--- src/rtl/e1_oh_pkg.sv ---
// Purpose: shared constants, types and helpers for the E1 overhead bit monitor
// Assumes: 50 MHz core clock; registers reached over APB
// Notes: register byte address is the register index times four
package e1_oh_pkg;

    localparam int CLK_HZ        = 50_000_000;
    localparam int RAI_TIME_MS   = 10;
    localparam int RAI_CYCLES    = (CLK_HZ / 1000) * RAI_TIME_MS;
    localparam int SECOND_S      = 1;
    localparam int SECOND_CYCLES = CLK_HZ * SECOND_S;
    localparam int FAR_END_BLOCK_ERROR_SECONDS  = 5;
    localparam logic [9:0] FAR_END_BLOCK_ERROR_PER_SECOND = 10'h3DE;

    localparam logic [4:0][11:0] SPECIAL_CODES =
        {12'hFFF, 12'hEEE, 12'hCCC, 12'hAAA, 12'h888};
    localparam logic [3:0] NT_CRC_CODE_A  = 4'h2;
    localparam logic [3:0] NT_BOTH_CODE   = 4'h3;
    localparam logic [3:0] NT_FAR_END_BLOCK_ERROR_CODE_A = 4'h1;

    localparam logic [7:0] IDX_SA_CTRL = 8'h5C;
    localparam logic [7:0] IDX_SA_IND  = 8'h5D;
    localparam logic [7:0] IDX_OH_STAT = 8'h5F;
    localparam logic [7:0] IDX_OH_CTRL = 8'h60;
    localparam logic [7:0] IDX_OH_IND  = 8'h61;
    localparam logic [7:0] REG_RESET   = 8'h00;

    localparam int SA_MODE_BIT   = 7;
    localparam int SA_DEB_BIT    = 6;
    localparam int SA_SPEC_BIT   = 5;
    localparam int NAT_BITS      = 5;
    localparam int SA6_POS       = 2;
    localparam int SA7_POS       = 1;
    localparam int OH_BITS       = 6;
    localparam int OH_NT_CRC     = 5;
    localparam int OH_NT_FAR_END_BLOCK_ERROR    = 4;
    localparam int OH_FAR_END_BLOCK_ERROR       = 3;
    localparam int OH_RAI_CHG    = 2;
    localparam int OH_CFEBE_CHG  = 1;
    localparam int OH_LINK_CHG   = 0;

    typedef enum logic [2:0] {
        SEL_NONE    = 3'b000,
        SEL_SA_CTRL = 3'b001,
        SEL_SA_IND  = 3'b010,
        SEL_OH_STAT = 3'b011,
        SEL_OH_CTRL = 3'b100,
        SEL_OH_IND  = 3'b101
    } regsel_e;

    // Framer timing; saBits[4] is Sa4 down to saBits[0] is Sa8
    typedef struct packed {
        logic       basicSync;
        logic       crcMfSync;
        logic       nfasStrobe;
        logic       aBit;
        logic [4:0] saBits;
        logic       eStrobe;
        logic       eBit;
        logic       smfEnd;
    } frame_s;

    function automatic logic isSpecial(input logic [11:0] w);
        isSpecial = 1'b0;
        for (int i = 0; i < 5; i++) begin
            if (w == SPECIAL_CODES[i]) begin
                isSpecial = 1'b1;
            end
        end
    endfunction

endpackage

--- src/rtl/nat_word_capture.sv ---
// Purpose: collect one national bit into 4-bit codewords per sub multiframe
// Assumes: bitStrobe pulses once per NFAS frame, smfEnd after the fourth
// Notes: word holds while CRC multiframe sync is lost
`timescale 1ns/1ns
`default_nettype none
module nat_word_capture (
    input  wire logic       core_clk,
    input  wire logic       rstn,
    input  wire logic       crcMfSync,
    input  wire logic       bitStrobe,
    input  wire logic       bitIn,
    input  wire logic       smfEnd,
    input  wire logic       debounceEn,
    output logic [3:0]      rawWord,
    output logic [3:0]      word,
    output logic            changed
);
    typedef struct packed {
        logic [3:0] shift;
        logic [3:0] last;
        logic [3:0] word;
        logic       changed;
    } cap_s;

    cap_s q;
    cap_s d;

    always_comb begin
        d = q;
        d.changed = 1'b0;
        if (bitStrobe) begin
            d.shift = {q.shift[2:0], bitIn};
        end
        if (smfEnd && crcMfSync) begin
            d.last = q.shift;
            if (!debounceEn || q.shift == q.last) begin
                d.word = q.shift;
                d.changed = (q.shift != q.word);
            end
        end
    end

    always_ff @(posedge core_clk or negedge rstn) begin
        if (!rstn) begin
            q <= '0;
        end else begin
            q <= d;
        end
    end

    assign rawWord = q.shift;
    assign word    = q.word;
    assign changed = q.changed;
endmodule // nat_word_capture
`default_nettype wire

--- src/rtl/zero_second_monitor.sv ---
// Purpose: flag a run of seconds each holding enough zero E bits
// Assumes: zeroEvt pulses once per received zero E bit
// Notes: all history clears while disabled
`timescale 1ns/1ns
`default_nettype none
module zero_second_monitor #(
    parameter int SECOND_CYCLES_P = e1_oh_pkg::SECOND_CYCLES
) (
    input  wire logic core_clk,
    input  wire logic rstn,
    input  wire logic enable,
    input  wire logic zeroEvt,
    output logic      status
);
    typedef struct packed {
        logic [31:0]                      tick;
        logic [9:0]                       zeros;
        logic [e1_oh_pkg::FAR_END_BLOCK_ERROR_SECONDS-1:0] hist;
        logic                             status;
    } sec_s;

    sec_s q;
    sec_s d;

    always_comb begin
        d = q;
        if (!enable) begin
            d = '0;
        end else begin
            if (zeroEvt && q.zeros != 10'h3FF) begin
                d.zeros = q.zeros + 10'h001;
            end
            if (q.tick == 32'(SECOND_CYCLES_P - 1)) begin
                d.tick = '0;
                d.hist = {q.hist[e1_oh_pkg::FAR_END_BLOCK_ERROR_SECONDS-2:0],
                          d.zeros >= e1_oh_pkg::FAR_END_BLOCK_ERROR_PER_SECOND};
                d.zeros = '0;
            end else begin
                d.tick = q.tick + 32'h1;
            end
            d.status = &d.hist;
        end
    end

    always_ff @(posedge core_clk or negedge rstn) begin
        if (!rstn) begin
            q <= '0;
        end else begin
            q <= d;
        end
    end

    assign status = q.status;
endmodule // zero_second_monitor
`default_nettype wire

--- src/rtl/e1_overhead_bit_monitor.sv ---
// Purpose: receive-side E1 overhead bit monitor with APB registers
// Assumes: framer strobes are synchronous to core_clk
// Notes: one channel; irqN low while any enabled flag is set
// Operation
// - Mode 0 in CRC sync: compare every 12 Sa6 bits with five codes.
// - Mode 1 in CRC sync: compare 3 consecutive Sa6 codewords with codes.
// - Debounce enable bit switches codeword debouncing on or off.
// - Debounced codeword updates after two equal sub multiframes, else every one.
// - Special code indication is 1 on a match, 0 otherwise.
// - Special code enable gates its indication onto the interrupt pin.
// - A change of any captured Sa4..Sa8 codeword sets its change flag.
// - Five change enables gate their change flags onto the interrupt pin.
// - In CRC sync, A=1 with E=0 for 10 ms sets continuous REMOTE_ALARM_INDICATION status.
// - In CRC sync, 990 zero E bits per second for 5 seconds sets status.
// - In basic sync, 2 zeros among last 3 Sa7 bits sets link status.
// - Sa6 codeword 0010 or 0011 raises the NT CRC error flag.
// - Sa6 codeword 0001 or 0011 raises the NT FAR_END_BLOCK_ERROR flag.
// - In CRC sync a zero E bit raises the FAR_END_BLOCK_ERROR flag; suspended otherwise.
// - Any edge of continuous REMOTE_ALARM_INDICATION status sets its change flag.
// - Any edge of continuous FAR_END_BLOCK_ERROR status sets its change flag.
// - Any edge of link ID status sets its change flag.
// - Overhead flags stay set until software writes 1 to them.
// - Per-flag enables let each overhead flag drive the interrupt pin.
`timescale 1ns/1ns
`default_nettype none
module e1_overhead_bit_monitor #(
    parameter int RAI_CYCLES_P    = e1_oh_pkg::RAI_CYCLES,
    parameter int SECOND_CYCLES_P = e1_oh_pkg::SECOND_CYCLES
) (
    input  wire logic              core_clk,
    input  wire logic              rstn,
    input  wire e1_oh_pkg::frame_s frameIn,
    input  wire logic              psel,
    input  wire logic              penable,
    input  wire logic              pwrite,
    input  wire logic [11:0]       paddr,
    input  wire logic [31:0]       pwdata,
    output logic [31:0]            prdata,
    output logic                   pready,
    output logic                   pslverr,
    output logic                   irqN
);
    typedef struct packed {
        logic [7:0]  saCtrl;
        logic [4:0]  saFlags;
        logic        special;
        logic [5:0]  ohCtrl;
        logic [5:0]  ohFlags;
        logic        raiCond;
        logic [31:0] raiCnt;
        logic        raiStat;
        logic        cfebePrev;
        logic        linkStat;
        logic [2:0]  sa7Zeros;
        logic [11:0] sa6Bits;
        logic [11:0] sa6Words;
        logic [31:0] prdata;
        logic        pready;
        logic        pslverr;
        logic        irqN;
    } mon_s;

    mon_s q;
    mon_s d;

    e1_oh_pkg::regsel_e sel;
    logic               access;
    logic               wrDone;
    logic [4:0]         saClr;
    logic [5:0]         ohClr;
    logic [5:0]         ohSet;
    logic [3:0]         raw6;
    logic [4:0]         saChanged;
    logic [4:0][3:0]    rawWords;
    logic               cfebeStat;
    logic               febeEvt;

    function automatic e1_oh_pkg::regsel_e decodeAddr(input logic [11:0] a);
        decodeAddr = e1_oh_pkg::SEL_NONE;
        if (a[1:0] == 2'h0 && a[11:10] == 2'h0) begin
            case (a[9:2])
                e1_oh_pkg::IDX_SA_CTRL: decodeAddr = e1_oh_pkg::SEL_SA_CTRL;
                e1_oh_pkg::IDX_SA_IND:  decodeAddr = e1_oh_pkg::SEL_SA_IND;
                e1_oh_pkg::IDX_OH_STAT: decodeAddr = e1_oh_pkg::SEL_OH_STAT;
                e1_oh_pkg::IDX_OH_CTRL: decodeAddr = e1_oh_pkg::SEL_OH_CTRL;
                e1_oh_pkg::IDX_OH_IND:  decodeAddr = e1_oh_pkg::SEL_OH_IND;
                default:                decodeAddr = e1_oh_pkg::SEL_NONE;
            endcase
        end
    endfunction

    // One capture per national bit, Sa4 at index 4 down to Sa8 at index 0
    for (genvar i = 0; i < e1_oh_pkg::NAT_BITS; i++) begin : g_nat
        nat_word_capture u_cap (
            .core_clk   (core_clk),
            .rstn       (rstn),
            .crcMfSync  (frameIn.crcMfSync),
            .bitStrobe  (frameIn.nfasStrobe && frameIn.basicSync),
            .bitIn      (frameIn.saBits[i]),
            .smfEnd     (frameIn.smfEnd),
            .debounceEn (q.saCtrl[e1_oh_pkg::SA_DEB_BIT]),
            .rawWord    (rawWords[i]),
            .word       (),
            .changed    (saChanged[i])
        );
    end

    assign febeEvt = frameIn.eStrobe && frameIn.crcMfSync && !frameIn.eBit;

    zero_second_monitor #(
        .SECOND_CYCLES_P (SECOND_CYCLES_P)
    ) u_cfebe (
        .core_clk (core_clk),
        .rstn     (rstn),
        .enable   (frameIn.crcMfSync),
        .zeroEvt  (febeEvt),
        .status   (cfebeStat)
    );

    always_comb begin
        d      = q;
        sel    = decodeAddr(paddr);
        access = psel && penable;
        wrDone = access && q.pready && pwrite;
        saClr  = '0;
        ohClr  = '0;
        raw6   = rawWords[e1_oh_pkg::SA6_POS];

        // Answer one cycle into the access phase
        d.pready  = access && !q.pready;
        d.pslverr = access && !q.pready && sel == e1_oh_pkg::SEL_NONE;
        d.prdata  = '0;
        if (access && !q.pready && !pwrite) begin
            case (sel)
                e1_oh_pkg::SEL_SA_CTRL: d.prdata[7:0] = q.saCtrl;
                e1_oh_pkg::SEL_SA_IND:  d.prdata[7:0] = {2'h0, q.special, q.saFlags};
                e1_oh_pkg::SEL_OH_STAT: d.prdata[7:0] = {5'h00, q.raiStat, cfebeStat,
                                                         q.linkStat};
                e1_oh_pkg::SEL_OH_CTRL: d.prdata[7:0] = {2'h0, q.ohCtrl};
                e1_oh_pkg::SEL_OH_IND:  d.prdata[7:0] = {2'h0, q.ohFlags};
                default:                d.prdata      = '0;
            endcase
        end

        if (wrDone) begin
            case (sel)
                e1_oh_pkg::SEL_SA_CTRL: d.saCtrl = pwdata[7:0];
                e1_oh_pkg::SEL_SA_IND:  saClr    = pwdata[4:0];
                e1_oh_pkg::SEL_OH_CTRL: d.ohCtrl = pwdata[5:0];
                e1_oh_pkg::SEL_OH_IND:  ohClr    = pwdata[5:0];
                default:                d.ohCtrl = q.ohCtrl;
            endcase
        end

        // Sa6 and Sa7 bit histories from each NFAS frame
        if (frameIn.nfasStrobe && frameIn.basicSync) begin
            d.sa6Bits  = {q.sa6Bits[10:0], frameIn.saBits[e1_oh_pkg::SA6_POS]};
            d.sa7Zeros = {q.sa7Zeros[1:0], !frameIn.saBits[e1_oh_pkg::SA7_POS]};
        end
        if (!frameIn.basicSync) begin
            d.sa7Zeros = '0;
        end
        if (frameIn.smfEnd && frameIn.crcMfSync) begin
            d.sa6Words = {q.sa6Words[7:0], raw6};
        end

        // Special code match, bitwise or per codeword
        if (q.saCtrl[e1_oh_pkg::SA_MODE_BIT]) begin
            d.special = frameIn.crcMfSync && e1_oh_pkg::isSpecial(q.sa6Words);
        end else begin
            d.special = frameIn.crcMfSync && e1_oh_pkg::isSpecial(q.sa6Bits);
        end

        // Link ID: at least two zeros among the last three Sa7 bits
        d.linkStat = frameIn.basicSync &&
                     ((q.sa7Zeros[0] && q.sa7Zeros[1]) ||
                      (q.sa7Zeros[0] && q.sa7Zeros[2]) ||
                      (q.sa7Zeros[1] && q.sa7Zeros[2]));

        // Continuous REMOTE_ALARM_INDICATION with zero E bits, timed on the core clock
        if (!frameIn.crcMfSync) begin
            d.raiCond = 1'b0;
            d.raiCnt  = '0;
        end else begin
            if (frameIn.eStrobe) begin
                d.raiCond = frameIn.aBit && !frameIn.eBit;
            end
            if (frameIn.nfasStrobe && !frameIn.aBit) begin
                d.raiCond = 1'b0;
            end
            if (!d.raiCond) begin
                d.raiCnt = '0;
            end else if (q.raiCnt != 32'(RAI_CYCLES_P)) begin
                d.raiCnt = q.raiCnt + 32'h1;
            end
        end
        d.raiStat = d.raiCond && d.raiCnt == 32'(RAI_CYCLES_P);

        ohSet = '0;
        ohSet[e1_oh_pkg::OH_NT_CRC] = frameIn.smfEnd && frameIn.crcMfSync &&
            (raw6 == e1_oh_pkg::NT_CRC_CODE_A || raw6 == e1_oh_pkg::NT_BOTH_CODE);
        ohSet[e1_oh_pkg::OH_NT_FAR_END_BLOCK_ERROR] = frameIn.smfEnd && frameIn.crcMfSync &&
            (raw6 == e1_oh_pkg::NT_FAR_END_BLOCK_ERROR_CODE_A || raw6 == e1_oh_pkg::NT_BOTH_CODE);
        ohSet[e1_oh_pkg::OH_FAR_END_BLOCK_ERROR] = febeEvt;
        ohSet[e1_oh_pkg::OH_RAI_CHG] = d.raiStat != q.raiStat;
        ohSet[e1_oh_pkg::OH_CFEBE_CHG] = cfebeStat != q.cfebePrev;
        ohSet[e1_oh_pkg::OH_LINK_CHG] = d.linkStat != q.linkStat;
        d.cfebePrev = cfebeStat;

        // Set wins over a clear in the same cycle
        d.saFlags = (q.saFlags & ~saClr) | saChanged;
        d.ohFlags = (q.ohFlags & ~ohClr) | ohSet;

        d.irqN = !((|(q.saFlags & q.saCtrl[4:0])) ||
                   (q.special && q.saCtrl[e1_oh_pkg::SA_SPEC_BIT]) ||
                   (|(q.ohFlags & q.ohCtrl)));
    end

    always_ff @(posedge core_clk or negedge rstn) begin
        if (!rstn) begin
            q        <= '0;
            q.saCtrl <= e1_oh_pkg::REG_RESET;
            q.irqN   <= 1'b1;
        end else begin
            q <= d;
        end
    end

    assign prdata  = q.prdata;
    assign pready  = q.pready;
    assign pslverr = q.pslverr;
    assign irqN    = q.irqN;
endmodule // e1_overhead_bit_monitor
`default_nettype wire

--- config.mk ---
export PLATFORM = sky130hd
export DESIGN_NAME = e1_overhead_bit_monitor
export DESIGN_NICKNAME = d
export VERILOG_FILES = /design/src/rtl/e1_oh_pkg.sv /design/src/rtl/nat_word_capture.sv /design/src/rtl/zero_second_monitor.sv /design/src/rtl/e1_overhead_bit_monitor.sv
export SDC_FILE = /design/constraint.sdc
export NUM_CORES = 1
export LEC_CHECK = 0
export BUFFER_PORTS_ARGS = -buffer_cell sky130_fd_sc_hd__buf_2
export CAP_MARGIN = 20
export CORE_ASPECT_RATIO = 0.8
export CORE_UTILIZATION = 55
export CTS_CLUSTER_SIZE = 16
export DETAILED_ROUTE_END_ITERATION = 7
export GPL_ROUTABILITY_DRIVEN = 1
export HOLD_SLACK_MARGIN = 0.02
export PLACE_DENSITY = 0.74
export SYNTH_ARGS = -nofsm -noshare
export SYNTH_HDL_FRONTEND = slang
export SYNTH_HIERARCHICAL = 1
export SYNTH_SLANG_ARGS = --single-unit
--- constraint.sdc ---
create_clock -name core_clk -period 4.8 [get_ports core_clk]
set_input_delay 0.48 -clock core_clk [delete_from_list [all_inputs] [get_ports core_clk]]
set_output_delay 0.48 -clock core_clk [all_outputs]
set_load 0.03 [all_outputs]
* Word level (Yosys, flattened, before mapping)
Index checks and enable logic that the tools add are counted.
Storage, ports and cells: register bits after elaboration 237, bits in latches 0, RAM bits 0, memory bits (read-only) 0, bits of input ports 61, logic and storage cells 194, memories kept 0
Operators by class: add/subtract/negate cells 3, $mul 0, div/mod/pow operators 0, magnitude comparators 1, equality and inequality tests 41, shift-type cells 0, mux-type cells 45, bitwise logic cells 8, reduce and logical (&&, ||, !) cells 55
Operators with widths (number):
- 12-bit == test, second input constant | 10
- 32-bit 2-to-1 mux | 3
- 32-bit by 1-bit adder with 32-bit output, second input constant | 2
- 48-bit 2-to-1 mux | 1
- 15-bit 2-to-1 mux | 3
- 8-bit by 7-bit == test with 1-bit output, second input constant | 5
- 8-bit one-hot mux with 5 select lines | 1
- 33-bit 2-to-1 mux | 1
- 32-bit by 19-bit == test with 1-bit output, second input constant | 1
- 32-bit by 26-bit == test with 1-bit output, second input constant | 1
- 32-bit by 19-bit inequality test with 1-bit output, second input constant | 1
- 1-bit 2-to-1 mux | 26
- 1-bit logical AND | 24
- 4-bit == test | 5
- 10-bit 2-to-1 mux | 2
- 4-bit inequality test | 5
- 3-bit one-hot mux with 5 select lines | 1
- 2-bit AND reduction | 7
- 6-bit bitwise AND | 2
- 6-bit 2-to-1 mux | 2
- 1-bit logical OR | 11
- 10-bit by 1-bit adder with 10-bit output, second input constant | 1
- 5-bit bitwise AND | 2
- 10-bit >= comparator, second input constant | 1
- other kinds (21) | 35

* Depth between registers and ports, before layout
depth after elaboration 11, depth in mapped cells 9, mapped depth without buffers 9

* Hierarchy
The synthesis kept the hierarchy.
By module, submodules not included:
- e1_overhead_bit_monitor | times used 1, cells an instance 553, area an instance 5527.8 µm², sequential area each 2503.7 µm²
- nat_word_capture | times used 5, cells an instance 71, area an instance 762.0 µm², sequential area each 325.3 µm²
- zero_second_monitor | times used 1, cells an instance 255, area an instance 2538.7 µm², sequential area each 1201.2 µm²

* Worst setup path before layout
OpenSTA, ideal clock, no wires.
kind input port to flip-flop, from input paddr[9], to register q, in the netlist prdata[0], library setup time 0.128 ns, arrival time 2.746 ns, slack 1.926 ns, stages on the path 7, cell sequence or4b_2 -> nor4_2 -> a21oi_1 -> o21ai_1 -> mux2_2 -> a222oi_1 -> nor2_1
RTL lines:
- start, declared | line e1_overhead_bit_monitor.sv:36 | input wire logic [11:0] paddr,
- end, declared | line e1_overhead_bit_monitor.sv:63 | mon_s q;

==> results.yml <==
worst_setup_path:
  slowest_delay_ns: 0.55
  crit_fanout: 9
  crit_path_cell_trace: "ha_1 -> nand3_4 -> or4_4 -> or4_4 -> a221oi_2 -> or4b_1 -> nor4_2"
  reg2reg_depth: 7
  slowest_stage: "or4_4"
  r2r-end: "q[64]$_DFF_PN0_"
  cp-end-kind: "flip-flop"
  cp_common_cell: "or4_4"
  cp.required_ns: 5.22
  cp-start-kind: "flip-flop"
  reg2reg_setup_slack_ns: 1.69
  crit_type: "flip-flop to flip-flop"
  crit_family: "simple AND/OR/NAND/NOR gates"
  worstPathArrival_ns: 3.53
  r2r-start: "q[65]$_DFF_PN0_"
  worst-path-buf-inv: 0
power_and_ir_drop:
  power_mw: 4.82
  clockPowerShare_pct: 35.6
  p_leak_nw: 5.40
  pwr-share-seq_pct: 48.7
  vdd_drop_max_mv: 0.293
  p_int_mw: 3.41
  net-switching-power_mw: 1.41
  swShare_pct: 29.3
  cellPowerDensity_nw_per_um2: 381
  comb_power_share_pct: 15.7
cts:
  cts_root_buf: "clkbuf_16"
  cts_setup_buffers: 0
  htreeDepth: 1
  tritoncts: "done"
  clk_latency_ns: 0.52
  path_clk_slew_ns: 0.07
  cts_sinks: 213
  cts.hold.buffers_added: 0
  cts_buffers: 22
  cts_resized: 0
  cts_buffer_depth: 3
timing:
  timing.fmax_mhz: 321
  hold_violations: 0
  final.setup.tns_ns: 0
  period_share_pct: 64.9
  drv_slew: 0
  finClkSkew_ns: 0.0201
  finalWorstSetupSlack_ns: 1.69
  max_slew.worst_pin.slew_ns: 1.02
  rsz0062_at_grt: "no"
  setup_violations: 0
  maxSlewHeadroom_pct: 31.9
  post-route-min-period_ns: 3.11
final_layout:
  fin_cells: 1439
  regArea_um2: 5330
  layout-drive-gt1-share_pct: 16.2
  multiInputGateArea_um2: 5850
  fillerInstances: 1675
  final_nets: 1217
  area_delta_synth_final_pct: 9.00
global_route:
  grt_usage_pct: 22.8
  grt_remaining_overflow: 0
  grt_max_degree: 133
  grt_pass1_wl_um: 40700
  antenna_found_initial: 2
  grt_pass1_vias: 8049
floorplan:
  core.rowCount: 47
  dieArea_um2: 21700
  coreArea_um2: 20700
  die_h_um: 132
  die_w_um: 164
  ioPinCount: 96
  start_util_pct: 56.1
placement:
  io_buffers: 47
  pre_cts_ws_ns: 1.46
  globalplace.congestion: 0.915
  post-place-cells: 1395
  dp_hpwl_um: 16000
flow_run:
  maxCapViolations: 0
logic_synthesis:
  syn_area_um2: 11600
  avgSynthCellArea_um2: 10.3
  yosys_warnings: 6
  synthCells: 1127
drt:
  drc: 0
  avgRoutedWirePerCell_um: 16.6
  ant_nets: 0
  drtIter0Drc: 720
  vias: 8645
  routed_wl_um: 23900
  drtPass1Iterations: 6
  via_per_inst: 6.01
outcome:
  outcome: "finished, final reports clean"
min_path:
  hp-class: "primary input to async pin"
[power by group through the flow]
stage,clock (mW),combinational (mW),sequential [mW]
floorplan,0,0.613,2.30
global placement,0,0.732,2.36
detailed placement,0,0.755,2.37
CTS,1.76,0.760,2.34
global route,1.83,0.845,2.39
finish,1.72,0.756,2.35
[worst register-to-register path, delay by kind of cell (launching register included)]
family | cells | cell delay, ns
compound gates | 1 | 0.33
flops | 1 | 0.45
fa+ha+maj | 1 | 0.31
simple gates | 5 | 1.93
[area by class of cell]
class	count	share of cell area, %
diodes	2	0.0396
clock buffers	35	5.37
clock inverters	5	0.485
inverters	20	0.593
multi-input cells	840	46.2
flip-flops and latches	213	42.1
well taps	269	2.66
repair buffers	55	2.47
[sequential cells by signal, summed over array words and instances (netlist names)]
| register | cells |
|---|---|
| pslverr | 1 |
| g_nat.u_cap/q | 20 |
| u_cfebe/status | 1 |
| g_nat.u_cap/word | 20 |
| q | 89 |
| irqN | 1 |
| g_nat.u_cap/changed | 5 |
| g_nat.u_cap/rawWord | 20 |
| pready | 1 |
| u_cfebe/q | 47 |
| prdata | 8 |
[through the flow]
| stage | instance area [um^2] | hold WS, ns | utilization [%] |
|---|---|---|---|
| floorplan | 11700 | 0.184 | - |
| global placement | 11900 | 0.413 | 57.5 |
| detailed placement | 11900 | 0.426 | 57.5 |
| CTS | 12600 | 0.111 | 61.0 |
| global route | 12700 | 0.133 | 61.1 |
| finish | 12700 | 0.0138 | 61.1 |
[per-layer routing]
metal	up-vias	GRT usage [%]	share of wire [%]
met5	-	0	0
met4	0	5.96	1.8
met3	33	3.37	5.7
met2	255	32.3	43
met1	4217	36.3	50
li1	4140	-	-
[worst max-delay path by stage]
stage,from,slack [ns],cells after the start,to
2_1_floorplan,paddr[9],1.93,7,prdata[0]$_DFF_PN0_
3_3_place_gp,paddr[9],1.49,8,prdata[1]$_DFF_PN0_
3_5_place_dp,paddr[9],1.46,7,q[104]$_DFFE_PN0P_
5_1_grt,q[65]$_DFF_PN0_,1.50,7,q[64]$_DFF_PN0_
4_1_cts,q[71]$_DFF_PN0_,1.63,6,q[64]$_DFF_PN0_
6_report,q[65]$_DFF_PN0_,1.69,7,q[64]$_DFF_PN0_
[cell usage in the layout, fill, tap and decap left out, drive strengths merged, types with 5 or more instances in the layout]
cell type  instances
a211oi             7
a21o               7
a21oi             36
a222oi             6
a22oi              7
a31oi              9
a41oi              5
and2              34
and3              11
and4              12
and4b             23
buf               53
clkbuf            37
conb              24
dfrtp            212
inv               20
mux2              63
mux2i              9
nand2            112
nand3             58
nand4             32
nor2              88
nor2b              8
nor3              20
nor4              30
nor4b              6
o211ai            23
o21ai             16
o31ai              5
o41ai             20
or2                5
or3                8
or4               11
xnor2             28
xor2              70
Note: power is estimated with default switching activity, not from simulation.
